File: config.mk
export PLATFORM = sky130hd
export DESIGN_NAME = level_dac_update_control
export DESIGN_NICKNAME = d
export VERILOG_FILES = /design/src/rtl/level_dac_pkg.sv /design/src/rtl/level_dac_update_control.sv
export SDC_FILE = /design/constraint.sdc
export NUM_CORES = 2
export LEC_CHECK = 0
export BUFFER_PORTS_ARGS = -buffer_cell sky130_fd_sc_hd__buf_2
export CAP_MARGIN = 40
export CELL_PAD_IN_SITES_DETAIL_PLACEMENT = 1
export CELL_PAD_IN_SITES_GLOBAL_PLACEMENT = 1
export CORE_MARGIN = 2
export CORE_UTILIZATION = 50
export CTS_BUF_LIST = sky130_fd_sc_hd__clkbuf_16
export DETAILED_ROUTE_END_ITERATION = 7
export PLACE_DENSITY_LB_ADDON = 0.1
export SLEW_MARGIN = 15
export SYNTH_ARGS = -nofsm -noshare
export SYNTH_HDL_FRONTEND = slang
export SYNTH_SLANG_ARGS = --single-unit
export TNS_END_PERCENT = 20
File: constraint.sdc
create_clock -name core_clk -period 2.9 [get_ports core_clk]
set_clock_uncertainty 0.15 [all_clocks]
set_input_delay 0 -clock core_clk [delete_from_list [all_inputs] [get_ports core_clk]]
set_output_delay 0 -clock core_clk [all_outputs]
set_load 0.01 [all_outputs]
File: src/rtl/level_dac_pkg.sv
// constants for the level dac update control block
package level_dac_pkg;

  // ****************************************
  // widths and bank layout
  // ****************************************
  localparam int DATA_W = 16;
  localparam int BANK_DACS = 12;
  localparam int ADDR_W = 7;
  localparam int SLOT_W = 4;
  localparam int NUM_BANKS = 2;

  // ****************************************
  // spi register addresses and fields
  // ****************************************
  localparam logic [6:0] DAC_ADDR_FIRST = 7'h01;
  localparam logic [6:0] DAC_ADDR_LAST = 7'h0c;
  localparam logic [6:0] OVERVOLTAGE_DETECT_HIGH_LEVEL_ADDR = 7'h0c; // written on channel 0, member of bank 1
  localparam logic [3:0] OVERVOLTAGE_DETECT_HIGH_LEVEL_SLOT = 4'hb;
  localparam logic [0:0] OVERVOLTAGE_DETECT_HIGH_LEVEL_BANK = 1'h1;
  localparam logic [6:0] DAC_CTRL_ADDR = 7'h11;
  localparam int DEFER_BIT = 1;
  localparam int LOAD_BIT = 2;

  // ****************************************
  // reset values
  // ****************************************
  localparam logic [15:0] CODE_RST = 16'h0000;
  localparam logic [1:0] DEFER_RST = 2'h0;

  // ****************************************
  // timing
  // ****************************************
  localparam int CLK_PERIOD_NS = 4;
  localparam int DEGLITCH_NS = 3000;
  localparam int SETTLE_NS = 7000;
  localparam int DEGLITCH_CYCLES = (DEGLITCH_NS + CLK_PERIOD_NS - 1) / CLK_PERIOD_NS;
  localparam int SETTLE_CYCLES = (SETTLE_NS + CLK_PERIOD_NS - 1) / CLK_PERIOD_NS;
  localparam int DEG_CNT_W = $clog2(DEGLITCH_CYCLES + 1);
  localparam int SET_CNT_W = $clog2(SETTLE_CYCLES + 1);
  localparam int LAUNCH_SCLK = 4;
  localparam int LAUNCH_W = 3;

  // ****************************************
  // coefficient pair selection codes
  // ****************************************
  localparam logic [2:0] COEF_WINDOW = 3'h0;
  localparam logic [2:0] COEF_DIFF = 3'h1;
  localparam logic [2:0] COEF_MEAS_V = 3'h2;
  localparam logic [2:0] COEF_RANGE_A = 3'h3;
  localparam logic [2:0] COEF_RANGE_B = 3'h4;
  localparam logic [2:0] COEF_RANGE_C = 3'h5;
  localparam logic [2:0] COEF_RANGE_D = 3'h6;
  localparam logic [2:0] COEF_RANGE_E = 3'h7;
  localparam logic [2:0] COEF_RANGE_ALL = 3'h3; // offset shared by every current range
  localparam logic [2:0] RANGE_CODE_A = 3'h7;
  localparam logic [2:0] RANGE_CODE_B = 3'h6;
  localparam logic [2:0] RANGE_CODE_C = 3'h5;
  localparam logic [2:0] RANGE_CODE_D = 3'h4;

endpackage

File: src/rtl/level_dac_update_control.sv
// level dac bank update control: queueing, load strobes, launch delay, deglitch and coefficient pick
`timescale 1ns/1ps

// Operation
// Twenty-four 16-bit DACs held as two banks of twelve, written per channel.
// Host writes a DAC register address together with the target channel bits.
// Each bank has its own deferred update select bit in the control register.
// Immediate bank: valid DAC write starts update after chip select releases.
// Updates apply whole bank; queued deferred codes are applied too, never lost.
// Load strobe has no effect on a bank in immediate mode.
// Deferred bank: DAC write only queues the code, output stays unchanged.
// Deferred bank: load strobe applies all queued codes as one update.
// Shared DACs update as members of the bank they are assigned to.
// Dual-channel write: each bank follows its own update mode.
// One chip-wide deglitch timer of about 3 us gates all DACs of both banks.
// A new update during deglitch restarts the timer.
// Dual-bank immediate write starts deglitch only once, after both banks load.
// Outputs change after deglitch expires; settling takes about 7 us more.
// Update sequence begins four serial clocks after chip select release.
// Host writes overvoltage high level on channel 0, then loads channel 1.
// Overvoltage high level is applied only by a channel-1 load strobe; code also applies it on a channel-1 DAC write to immediate bank 1.
// Compare-high coefficient: window, differential or voltage measurement by settings.
// Current ranges pick own gain coefficient; all ranges share one offset.
// Per-channel registers stored per channel, selected by the two channel bits.
// Channel-0-only bits ignore channel-1 writes; dual writes act as channel 0.
// Load strobe is a one-cycle pulse per write of one.
module level_dac_update_control
  import level_dac_pkg::*;
(
  input wire logic core_clk, // 250 MHz core clock
  input wire logic resetn, // asynchronous reset, active low
  input wire logic wr_valid, // one-cycle pulse: decoded spi write
  input wire logic [1:0] wr_ch, // channel bits of the frame, bit0 = channel 0
  input wire logic [ADDR_W-1:0] wr_addr, // register address of the frame
  input wire logic [DATA_W-1:0] wr_data, // data word of the frame
  input wire logic cs_release, // one-cycle pulse: chip select released
  input wire logic sclk_tick, // one-cycle pulse per serial clock period
  input wire logic [1:0] diff_compare_enable, // per channel differential compare
  input wire logic [1:0] meas_unit_power, // per channel measure unit powered
  input wire logic [1:0] meas_current_select, // per channel measure current
  input wire logic [2:0] meas_range_code_ch0, // channel 0 current range code
  input wire logic [2:0] meas_range_code_ch1, // channel 1 current range code
  output logic [1:0] deferred_update_select, // per bank deferred mode bit
  output logic [BANK_DACS*DATA_W-1:0] level_codes_bank0, // codes driven to bank 0 dacs
  output logic [BANK_DACS*DATA_W-1:0] level_codes_bank1, // codes driven to bank 1 dacs
  output logic update_pending, // update armed, waiting for serial clocks
  output logic deglitch_active, // deglitch interval running
  output logic settling, // post-deglitch settling interval running
  output logic [2:0] m_coef_sel_ch0, // gain coefficient pick, channel 0
  output logic [2:0] c_coef_sel_ch0, // offset coefficient pick, channel 0
  output logic [2:0] m_coef_sel_ch1, // gain coefficient pick, channel 1
  output logic [2:0] c_coef_sel_ch1 // offset coefficient pick, channel 1
);

  // ****************************************
  // storage and state
  // ****************************************
  logic [DATA_W-1:0] pend_reg [NUM_BANKS][BANK_DACS]; // queued codes
  logic [DATA_W-1:0] applied_reg [NUM_BANKS][BANK_DACS]; // codes latched at launch
  logic [DATA_W-1:0] out_reg [NUM_BANKS][BANK_DACS]; // codes seen by the dacs
  logic [1:0] defer_reg;
  logic [1:0] frame_req_reg;
  logic [1:0] armed_reg;
  logic [LAUNCH_W-1:0] launch_cnt_reg;
  logic [DEG_CNT_W-1:0] deglitch_cnt_reg;
  logic [SET_CNT_W-1:0] settle_cnt_reg;
  logic [2:0] m_sel_reg [NUM_BANKS];
  logic [2:0] c_sel_reg [NUM_BANKS];

  // ****************************************
  // write decode
  // ****************************************
  logic dac_addr_hit;
  logic overvoltage_detect_high_level_hit;
  logic ctrl_hit;
  logic [SLOT_W-1:0] wr_slot;
  logic [1:0] dac_wr;
  logic [1:0] strobe_hit;
  logic [1:0] frame_req_set;
  logic apply_pulse;
  logic deglitch_done;

  assign dac_addr_hit = wr_valid && (wr_addr >= DAC_ADDR_FIRST) && (wr_addr <= DAC_ADDR_LAST);
  // channel-0-only register
  assign overvoltage_detect_high_level_hit = dac_addr_hit && (wr_addr == OVERVOLTAGE_DETECT_HIGH_LEVEL_ADDR) && wr_ch[0];
  assign ctrl_hit = wr_valid && (wr_addr == DAC_CTRL_ADDR);
  assign wr_slot = SLOT_W'(wr_addr - DAC_ADDR_FIRST);
  // per channel selection
  // the overvoltage high code is a channel-0-only address, so it never counts as a bank 1 write
  assign dac_wr[0] = dac_addr_hit && wr_ch[0];
  assign dac_wr[1] = dac_addr_hit && wr_ch[1] && (wr_addr != OVERVOLTAGE_DETECT_HIGH_LEVEL_ADDR);
  // load strobe pulse
  assign strobe_hit = ctrl_hit && wr_data[LOAD_BIT] ? wr_ch : 2'h0;

  // update requests raised by this frame, per bank
  always_comb begin
    for (int b = 0; b < NUM_BANKS; b++) begin
      // immediate write request
      // deferred write only queues
      // strobe ignored when immediate
      // strobe loads deferred bank
      // each bank by own mode
      frame_req_set[b] = (dac_wr[b] && !defer_reg[b]) || (strobe_hit[b] && defer_reg[b]);
    end
  end

  // ****************************************
  // mode bits
  // ****************************************
  // per bank deferred select
  always_ff @(posedge core_clk or negedge resetn) begin
    if (!resetn) begin
      defer_reg <= DEFER_RST;
    end else if (ctrl_hit) begin
      for (int b = 0; b < NUM_BANKS; b++) begin
        if (wr_ch[b]) begin
          defer_reg[b] <= wr_data[DEFER_BIT];
        end
      end
    end
  end

  assign deferred_update_select = defer_reg;

  // ****************************************
  // pending queue
  // ****************************************
  // two banks of twelve codes
  // shared dac stored in its bank
  always_ff @(posedge core_clk or negedge resetn) begin
    if (!resetn) begin
      for (int b = 0; b < NUM_BANKS; b++) begin
        for (int i = 0; i < BANK_DACS; i++) begin
          pend_reg[b][i] <= CODE_RST;
        end
      end
    end else if (overvoltage_detect_high_level_hit) begin
      // overvoltage high joins bank 1
      pend_reg[OVERVOLTAGE_DETECT_HIGH_LEVEL_BANK][OVERVOLTAGE_DETECT_HIGH_LEVEL_SLOT] <= wr_data;
    end else begin
      for (int b = 0; b < NUM_BANKS; b++) begin
        if (dac_wr[b]) begin
          pend_reg[b][wr_slot] <= wr_data;
        end
      end
    end
  end

  // ****************************************
  // frame requests and launch delay
  // ****************************************
  // a request raised in the release cycle itself is folded straight into the armed set
  always_ff @(posedge core_clk or negedge resetn) begin
    if (!resetn) begin
      frame_req_reg <= 2'h0;
    end else if (cs_release) begin
      frame_req_reg <= 2'h0;
    end else begin
      frame_req_reg <= frame_req_reg | frame_req_set;
    end
  end

  // launch after four serial clocks
  // a second release that carries new requests before launch merges banks and restarts the count
  always_ff @(posedge core_clk or negedge resetn) begin
    if (!resetn) begin
      armed_reg <= 2'h0;
      launch_cnt_reg <= '0;
    end else if (cs_release && ((frame_req_reg | frame_req_set) != 2'h0)) begin
      armed_reg <= armed_reg | frame_req_reg | frame_req_set;
      launch_cnt_reg <= '0;
    end else if (apply_pulse) begin
      armed_reg <= 2'h0;
      launch_cnt_reg <= '0;
    end else if (armed_reg != 2'h0 && sclk_tick) begin
      launch_cnt_reg <= launch_cnt_reg + LAUNCH_W'(1);
    end
  end

  // launch only needs the serial clock to keep running after the frame
  assign apply_pulse = (armed_reg != 2'h0) && sclk_tick && !cs_release
                       && (launch_cnt_reg == LAUNCH_W'(LAUNCH_SCLK - 1));
  assign update_pending = armed_reg != 2'h0;

  // ****************************************
  // bank apply
  // ****************************************
  // whole bank, queued codes included
  always_ff @(posedge core_clk or negedge resetn) begin
    if (!resetn) begin
      for (int b = 0; b < NUM_BANKS; b++) begin
        for (int i = 0; i < BANK_DACS; i++) begin
          applied_reg[b][i] <= CODE_RST;
        end
      end
    end else if (apply_pulse) begin
      for (int b = 0; b < NUM_BANKS; b++) begin
        if (armed_reg[b]) begin
          applied_reg[b] <= pend_reg[b];
        end
      end
    end
  end

  // ****************************************
  // deglitch and settling timers
  // ****************************************
  // single chip-wide deglitch timer
  // retrigger restarts the interval
  // one trigger for both banks
  always_ff @(posedge core_clk or negedge resetn) begin
    if (!resetn) begin
      deglitch_cnt_reg <= '0;
    end else if (apply_pulse) begin
      deglitch_cnt_reg <= DEG_CNT_W'(DEGLITCH_CYCLES);
    end else if (deglitch_cnt_reg != '0) begin
      deglitch_cnt_reg <= deglitch_cnt_reg - DEG_CNT_W'(1);
    end
  end

  assign deglitch_done = deglitch_cnt_reg == DEG_CNT_W'(1) && !apply_pulse;
  assign deglitch_active = deglitch_cnt_reg != '0;

  // settling is reported only; the analog part settles on its own
  always_ff @(posedge core_clk or negedge resetn) begin
    if (!resetn) begin
      settle_cnt_reg <= '0;
    end else if (apply_pulse) begin
      settle_cnt_reg <= '0;
    end else if (deglitch_done) begin
      settle_cnt_reg <= SET_CNT_W'(SETTLE_CYCLES);
    end else if (settle_cnt_reg != '0) begin
      settle_cnt_reg <= settle_cnt_reg - SET_CNT_W'(1);
    end
  end
  assign settling = settle_cnt_reg != '0;

  // outputs move at deglitch expiry
  // both banks move together since the gate is shared by every physical dac
  always_ff @(posedge core_clk or negedge resetn) begin
    if (!resetn) begin
      for (int b = 0; b < NUM_BANKS; b++) begin
        for (int i = 0; i < BANK_DACS; i++) begin
          out_reg[b][i] <= CODE_RST;
        end
      end
    end else if (deglitch_done) begin
      out_reg <= applied_reg;
    end
  end

  for (genvar i = 0; i < BANK_DACS; i++) begin : g_out
    assign level_codes_bank0[i*DATA_W +: DATA_W] = out_reg[0][i];
    assign level_codes_bank1[i*DATA_W +: DATA_W] = out_reg[1][i];
  end

  // ****************************************
  // coefficient pair selection
  // ****************************************
  logic [2:0] range_code [NUM_BANKS];
  assign range_code[0] = meas_range_code_ch0;
  assign range_code[1] = meas_range_code_ch1;

  // compare-high coefficient pick
  // per-range gain, shared offset
  always_ff @(posedge core_clk or negedge resetn) begin
    if (!resetn) begin
      for (int b = 0; b < NUM_BANKS; b++) begin
        m_sel_reg[b] <= COEF_WINDOW;
        c_sel_reg[b] <= COEF_WINDOW;
      end
    end else begin
      for (int b = 0; b < NUM_BANKS; b++) begin
        if (!meas_unit_power[b]) begin
          m_sel_reg[b] <= diff_compare_enable[b] ? COEF_DIFF : COEF_WINDOW;
          c_sel_reg[b] <= diff_compare_enable[b] ? COEF_DIFF : COEF_WINDOW;
        end else if (!meas_current_select[b]) begin
          m_sel_reg[b] <= COEF_MEAS_V;
          c_sel_reg[b] <= COEF_MEAS_V;
        end else begin
          c_sel_reg[b] <= COEF_RANGE_ALL;
          case (range_code[b])
            RANGE_CODE_A: m_sel_reg[b] <= COEF_RANGE_A;
            RANGE_CODE_B: m_sel_reg[b] <= COEF_RANGE_B;
            RANGE_CODE_C: m_sel_reg[b] <= COEF_RANGE_C;
            RANGE_CODE_D: m_sel_reg[b] <= COEF_RANGE_D;
            default: m_sel_reg[b] <= COEF_RANGE_E;
          endcase
        end
      end
    end
  end

  assign m_coef_sel_ch0 = m_sel_reg[0];
  assign c_coef_sel_ch0 = c_sel_reg[0];
  assign m_coef_sel_ch1 = m_sel_reg[1];
  assign c_coef_sel_ch1 = c_sel_reg[1];

  // ****************************************
  // assertions
  // ****************************************
  property p_defer_queue_only;
    @(posedge core_clk) disable iff (!resetn)
    (dac_wr[0] && defer_reg[0] && !strobe_hit[0] && !frame_req_reg[0]) |=> !frame_req_reg[0];
  endproperty
  a_defer_queue_only: assert property (p_defer_queue_only) else $error("deferred write raised a request");

  property p_immediate_request;
    @(posedge core_clk) disable iff (!resetn)
    (dac_wr[1] && !defer_reg[1] && !cs_release) |=> frame_req_reg[1];
  endproperty
  a_immediate_request: assert property (p_immediate_request) else $error("immediate write not requested");

  property p_strobe_ignored;
    @(posedge core_clk) disable iff (!resetn)
    (strobe_hit[1] && !defer_reg[1] && !dac_wr[1] && !frame_req_reg[1] && !cs_release) |=> !frame_req_reg[1];
  endproperty
  a_strobe_ignored: assert property (p_strobe_ignored) else $error("strobe acted on immediate bank");

  property p_launch_four;
    @(posedge core_clk) disable iff (!resetn)
    $rose(update_pending) |-> (!apply_pulse)[*3];
  endproperty
  a_launch_four: assert property (p_launch_four) else $error("launch before four serial clocks");

  property p_launch_count;
    @(posedge core_clk) disable iff (!resetn)
    (update_pending && !sclk_tick) |=> update_pending;
  endproperty
  a_launch_count: assert property (p_launch_count) else $error("armed update launched without a serial clock");

  property p_deglitch_restart;
    @(posedge core_clk) disable iff (!resetn)
    apply_pulse |=> deglitch_cnt_reg == DEG_CNT_W'(DEGLITCH_CYCLES) && !update_pending;
  endproperty
  a_deglitch_restart: assert property (p_deglitch_restart) else $error("deglitch not restarted");

  property p_outputs_held;
    @(posedge core_clk) disable iff (!resetn)
    (deglitch_active && !deglitch_done) |=> $stable(level_codes_bank0) && $stable(level_codes_bank1);
  endproperty
  a_outputs_held: assert property (p_outputs_held) else $error("dac output moved during deglitch");

  property p_settle_follows;
    @(posedge core_clk) disable iff (!resetn)
    deglitch_done |=> settling && !deglitch_active;
  endproperty
  a_settle_follows: assert property (p_settle_follows) else $error("settling did not follow deglitch");

  property p_coef_diff;
    @(posedge core_clk) disable iff (!resetn)
    (!meas_unit_power[0] && diff_compare_enable[0]) |=> m_coef_sel_ch0 == COEF_DIFF;
  endproperty
  a_coef_diff: assert property (p_coef_diff) else $error("differential coefficient not picked");

  property p_coef_range;
    @(posedge core_clk) disable iff (!resetn)
    (meas_unit_power[1] && meas_current_select[1] && meas_range_code_ch1 == RANGE_CODE_D)
      |=> m_coef_sel_ch1 == COEF_RANGE_D && c_coef_sel_ch1 == COEF_RANGE_ALL;
  endproperty
  a_coef_range: assert property (p_coef_range) else $error("range coefficient wrong");

  property p_ch1_only_ignored;
    @(posedge core_clk) disable iff (!resetn)
    (wr_valid && wr_addr == OVERVOLTAGE_DETECT_HIGH_LEVEL_ADDR && wr_ch == 2'h2) |=> $stable(pend_reg[OVERVOLTAGE_DETECT_HIGH_LEVEL_BANK][OVERVOLTAGE_DETECT_HIGH_LEVEL_SLOT]);
  endproperty
  a_ch1_only_ignored: assert property (p_ch1_only_ignored) else $error("channel 1 write took effect");

endmodule

* Word level (Yosys, flattened, before mapping)
Cells that the tools add are included.
W data, S select, Z words.
** Storage, ports and cells
- Output and inout bits :: 401
- Logic and storage cells :: 179
- Input bits :: 42
- Register bits :: 1194
** Cells by class
- $add $sub $neg :: 4
- Order comparisons :: 4
- Reductions and logical operators :: 40
- Muxes and demuxes :: 30
- Bitwise logic cells :: 5
- Equal/unequal tests :: 13
** Operator list (count)
- $bwmux W192 :: 2
- $demux W16 S4 :: 1
- $mux W16 :: 3
- $mux W11 :: 3
- $eq A3 B3 Y1 const B :: 8
- $mux W3 :: 8
- $pmux W3 S4 :: 2
- $mux W10 :: 2
- $logic_and A1 B1 Y1 :: 19
- $reduce_and A2 Y1 :: 6
- $reduce_bool A11 Y1 :: 1
- $sub A11 B1 Y11 const B :: 1
- $eq A10 B1 Y1 const B :: 1
- $mux W2 :: 5
- $reduce_bool A10 Y1 :: 1
- $reduce_bool A2 Y1 :: 5
- $sub A10 B1 Y10 const B :: 1
- $eq A7 B4 Y1 const B :: 1
- $eq A7 B5 Y1 const B :: 1
- $ge A7 B1 Y1 const B :: 1
- $le A7 B4 Y1 const B :: 1
- $ne A7 B4 Y1 const B :: 1
- $or A2 B2 Y2 :: 3
- $reduce_bool A3 Y1 :: 2
- 10 further kinds :: 17

* Longest topological paths before layout
- Depth in word-level cells :: 11
- Depth in mapped cells :: 9
- Mapped depth without buffers :: 8

* Worst setup path after synthesis
Ideal clock, no wire load.
- Kind :: flip-flop to flip-flop
- From :: register deglitch_cnt_reg[0]
- To :: register deglitch_cnt_reg[5]
- Path buffers :: 1
- Period minus slack after synthesis :: 2414 ps
- Cell stages (with the launch flop) :: 9
- Data arrival time :: 2129 ps
- Setup time :: 135 ps
- Setup slack :: 486 ps
- Required time :: 2615 ps
- Path through :: dfrtp_1 -> inv_1 -> ha_1 -> or3b_2 -> or4_1 -> clkbuf_1 -> nand3b_1 -> xor2_1 -> nand2_1
** Between the ends
- Elaborated cells between the ends (all ways) :: 5
- Those cells by class :: add/sub (1); mux (2); reduce/logical (2)
** RTL lines
- start: declaration :: line level_dac_update_control.sv:65 : logic [DEG_CNT_W-1:0] deglitch_cnt_reg;
- start signal: assignment :: line level_dac_update_control.sv:215 : deglitch_cnt_reg <= DEG_CNT_W'(DEGLITCH_CYCLES);
- start signal: assignment :: line level_dac_update_control.sv:217 : deglitch_cnt_reg <= deglitch_cnt_reg - DEG_CNT_W'(1);
- $reduce_bool A10 Y1
- named net deglitch_active :: line level_dac_update_control.sv:47 : output logic deglitch_active,
- $reduce_bool A2 Y1 (no source line)
The timed path passes the listed nets, and every way through them passes these cells. The select of a mux whose other input is x is not followed.
A chain may end at the register's enable or synchronous reset.

* Worst setup path in the final report
- From :: input port wr_addr[5]
- To :: register defer_reg[0], in the netlist deferred_update_select[0]
** Between the ends
- Cells in the longest elaborated chain, start to end :: 3
** Ends and longest elaborated chain
- start: declaration :: line level_dac_update_control.sv:34 : input wire logic [ADDR_W-1:0] wr_addr,
- $eq A7 B5 Y1 :: line level_dac_update_control.sv:86 : assign ctrl_hit = wr_valid && (wr_addr == DAC_CTRL_ADDR);
- $logic_and A1 B1 Y1 :: line level_dac_update_control.sv:86
- $reduce_and A2 Y1 (no source line)
- end signal: indexed assignment :: line level_dac_update_control.sv:117 : defer_reg[b] <= wr_data[DEFER_BIT];
- end: declaration :: line level_dac_update_control.sv:61 : logic [1:0] defer_reg;
No other way between the ends.

==> run_results.csv <==
group,metric,value,unit
critical_path,critical_path.endpoint_type,"flop",
global_route,grt.busiest_layer,"met2",
routing,drc,0,
yosys,synth.most_common_cell,"dfrtp_1",
timing,relSlewSlack,49.32,%
timing,hold_viol_final,0,
placement,routabilityCongestion,0.7557,
yosys,synthFlopType,"dfrtp_1",
die,num_rows,111,
global_route,grt_util_met3,4.004,%
power,netSwitchingFraction,22.68,%
global_route,grt-ovfl-total,0,
routing,ant_nets,0,
clock_network,cts_sinks,1192,
power,p_int,25.84,mW
critical_path,cp_max_fo,3,
placement,hpwl,75540,µm
power,p_comb_share,4.2,%
power,ir_worst_vdd,0.4893,mV
finish,nFillCells,8287,
timing,setup_violations,0,
yosys,synth_cell_types,46,
critical_path,r2r_start,"deglitch_cnt_reg[6]",
critical_path,r2r_setup_slack,0.20,ns
yosys,ys_seq_area_share,65.02,%
placement,io_buffers,440,
yosys,yosys_warnings,0,
finish,fin_nets,3291,
timing,whs,0.06365,ns
global_route,grt_pass1_wl,177500,µm
clock_network,cts.path.max_buffers,3,
power,clockPowerShare,44.0,%
routing,drt-total-wl,116400,µm
power,p_leak,29.87,nW
yosys,synth.avg_cell_area,17.09,µm²
yosys,synthCells,2685,
global_route,grt_max_degree,99,
job,cap_violations,0,
clock_network,ctsRootBufferMaster,"clkbuf_16",
routing,wl_per_cell,25.67,µm
yosys,synth.top_cell.area_share,65.02,%
timing,fmax,352.3,MHz
clock_network,postCtsSetupRepairBufs,0,
timing,tns,0,ns
critical_path,crit_type,"input pin to flop",
global_route,grtUsageMet1,33.00,%
die,die_h,306.9,µm
global_route,grt_pass1_vias,27550,
finish,syn2layout_area_growth,18.55,%
timing,finalCritPeriodShare,97.87,%
yosys,synth_area_leaders,"dfrtp_1, mux2_2, mux2_4",
clock_network,cts_inserted_buffers,121,
yosys,ys_async_sr_fraction,100.0,%
clock_network,htreeDepth,3,
min_path,hp-class,"input pin to asynchronous set/reset pin",
yosys,ys_top_cells_by_count,"dfrtp_1, mux2_2, mux2_4",
routing,routed-via-count,24350,
timing,min_period,2.838,ns
die,start_util,50.28,%
critical_path,required,3.37,ns
global_route,track_usage,25.10,%
timing,rsz0062_at_grt,"false",
power,seqPwrFrac,51.8,%
clock_network,clk_pin_slew,0.06,ns
yosys,ys_seq_elements,1192,
clock_network,cts_tree,"done",
yosys,yosysTopAreaCell,"dfrtp_1",
routing,firstDrtPassIters,5,
finish,drive_above_1_share,55.70,%
critical_path,critical_path_arrival,3.31,ns
yosys,synth_edf_count,0,
die,fp.dieW,306.9,µm
power,switchingPower,7.580,mW
power,powerDensity,614.4,nW/µm²
timing,worst_pin_slew,0.7533,ns
die,core_area,91250,µm²
global_route,gr-usage-met2,43.30,%
run_status,status,"complete, no violations",
routing,via_per_inst,5.370,
die,die-area,94190,µm²
critical_path,crit_path_start_kind,"input pin",
clock_network,clock_latency,0.70,ns
global_route,antenna_found_initial,14,
timing,slew_viol_final,0,
routing,drt_iter0_drc,1146,
yosys,synth_area,45880,µm²
critical_path,setup.worst_path.start,"wr_addr[5]",
die,ios,443,
-- area by class of cell --
class,instances,area [µm²],share of cell area [%]
multi-input combinational,1316,15140,27.85
antenna,5,12.51,0.02301
sequential,1192,29830,54.85
timing repair buffer,602,4156,7.643
tap,1186,1484,2.729
clock buffer,122,3053,5.613
clock inverter,99,661.9,1.217
inverter,12,45.04,0.08282
-- critical path: stages --
cell,delay [ns]
dlygate4sd3_1,0.59
buf_2,0.17
nor4bb_1,0.43
dlygate4sd3_1,0.65
and3_1,0.17
dlygate4sd3_1,0.58
nand2_1,0.09
dlygate4sd3_1,0.56
o21ai_0,0.08
-- kinds of logic after synthesis --
kind of cell             count (synthesis)  share of synthesized area, %
AO/OA/AOI/OAI                           36                        0.4582
XOR/XNOR                                15                        0.2864
adder cells (fa/ha/maj)                  4                        0.1091
buffers and inverters                  178                         2.234
flip-flops                            1192                         65.02
multiplexers                          1140                         30.43
other                                    1                      0.008174
AND/OR/NAND/NOR                        119                         1.456
-- per-stage QoR --
| stage | setup slack, ns | utilization (%) | instance area, µm² | power [mW] | instances |
|---|---|---|---|---|---|
| 2_1_floorplan | 0.4857 | - | 45880 | 18.10 | 2686 |
| 3_3_place_gp | 0.2811 | 54.52 | 49740 | 18.79 | 4236 |
| 3_5_place_dp | 0.2241 | 54.79 | 49990 | 18.96 | 4247 |
| 4_1_cts | 0.03567 | 59.57 | 54360 | 33.76 | 4530 |
| 5_1_grt | 0.009058 | 59.59 | 54370 | 34.64 | 4529 |
| 6_report | 0.06175 | 59.60 | 54390 | 33.42 | 4534 |
-- power by group through the flow --
| stage | Combinational [mW] | Clock (mW) | Sequential (mW) |
|---|---|---|---|
| floorplan | 0.583 | 0 | 17.5 |
| global placement | 1.24 | 0 | 17.5 |
| detailed placement | 1.36 | 0 | 17.6 |
| CTS | 1.44 | 15.0 | 17.3 |
| global route | 1.57 | 15.7 | 17.4 |
| finish | 1.42 | 14.7 | 17.3 |
-- worst paths after layout --
kind                       cells after the start                   endpoint
setup reg to reg                               7      level_codes_bank1[98]
hold / removal                                 3              pend_reg[184]
hold reg to reg                                0              pend_reg[205]
max in group asynchronous                      3     level_codes_bank0[172]
setup / recovery                               9  deferred_update_select[0]
min in group core_clk                          5               pend_reg[15]
-- cell usage in the layout, fill, tap and decap left out, drive strengths merged, types with 8 or more instances in the layout --
cell	Yosys	routed
nor2	30	30
xnor2	9	9
dlygate4sd3	0	60
clkinv	0	53
clkbuf	61	122
inv	12	47
mux2	1137	1137
nor3	8	8
dfrtp	1192	1192
nor4	8	8
bufinv	0	8
nand2	30	30
o21ai	8	8
buf	105	542
a21oi	16	16
-- metal layers --
metal | part of all wire [%] | vias to the layer above
met5 | 0.050 | -
met4 | 2.2 | 8
met3 | 3.9 | 141
met2 | 51 | 482
met1 | 43 | 13200
li1 | - | 10520
-- repair_timing --
item	CTS	global route
endpoints found under the setup margin	2	4
pin swaps	1	0
endpoints found under the hold margin	1528	0
hold buffers	62	0
gates resized for setup	3	4
No activity file was read; power rests on OpenSTA's default activity.
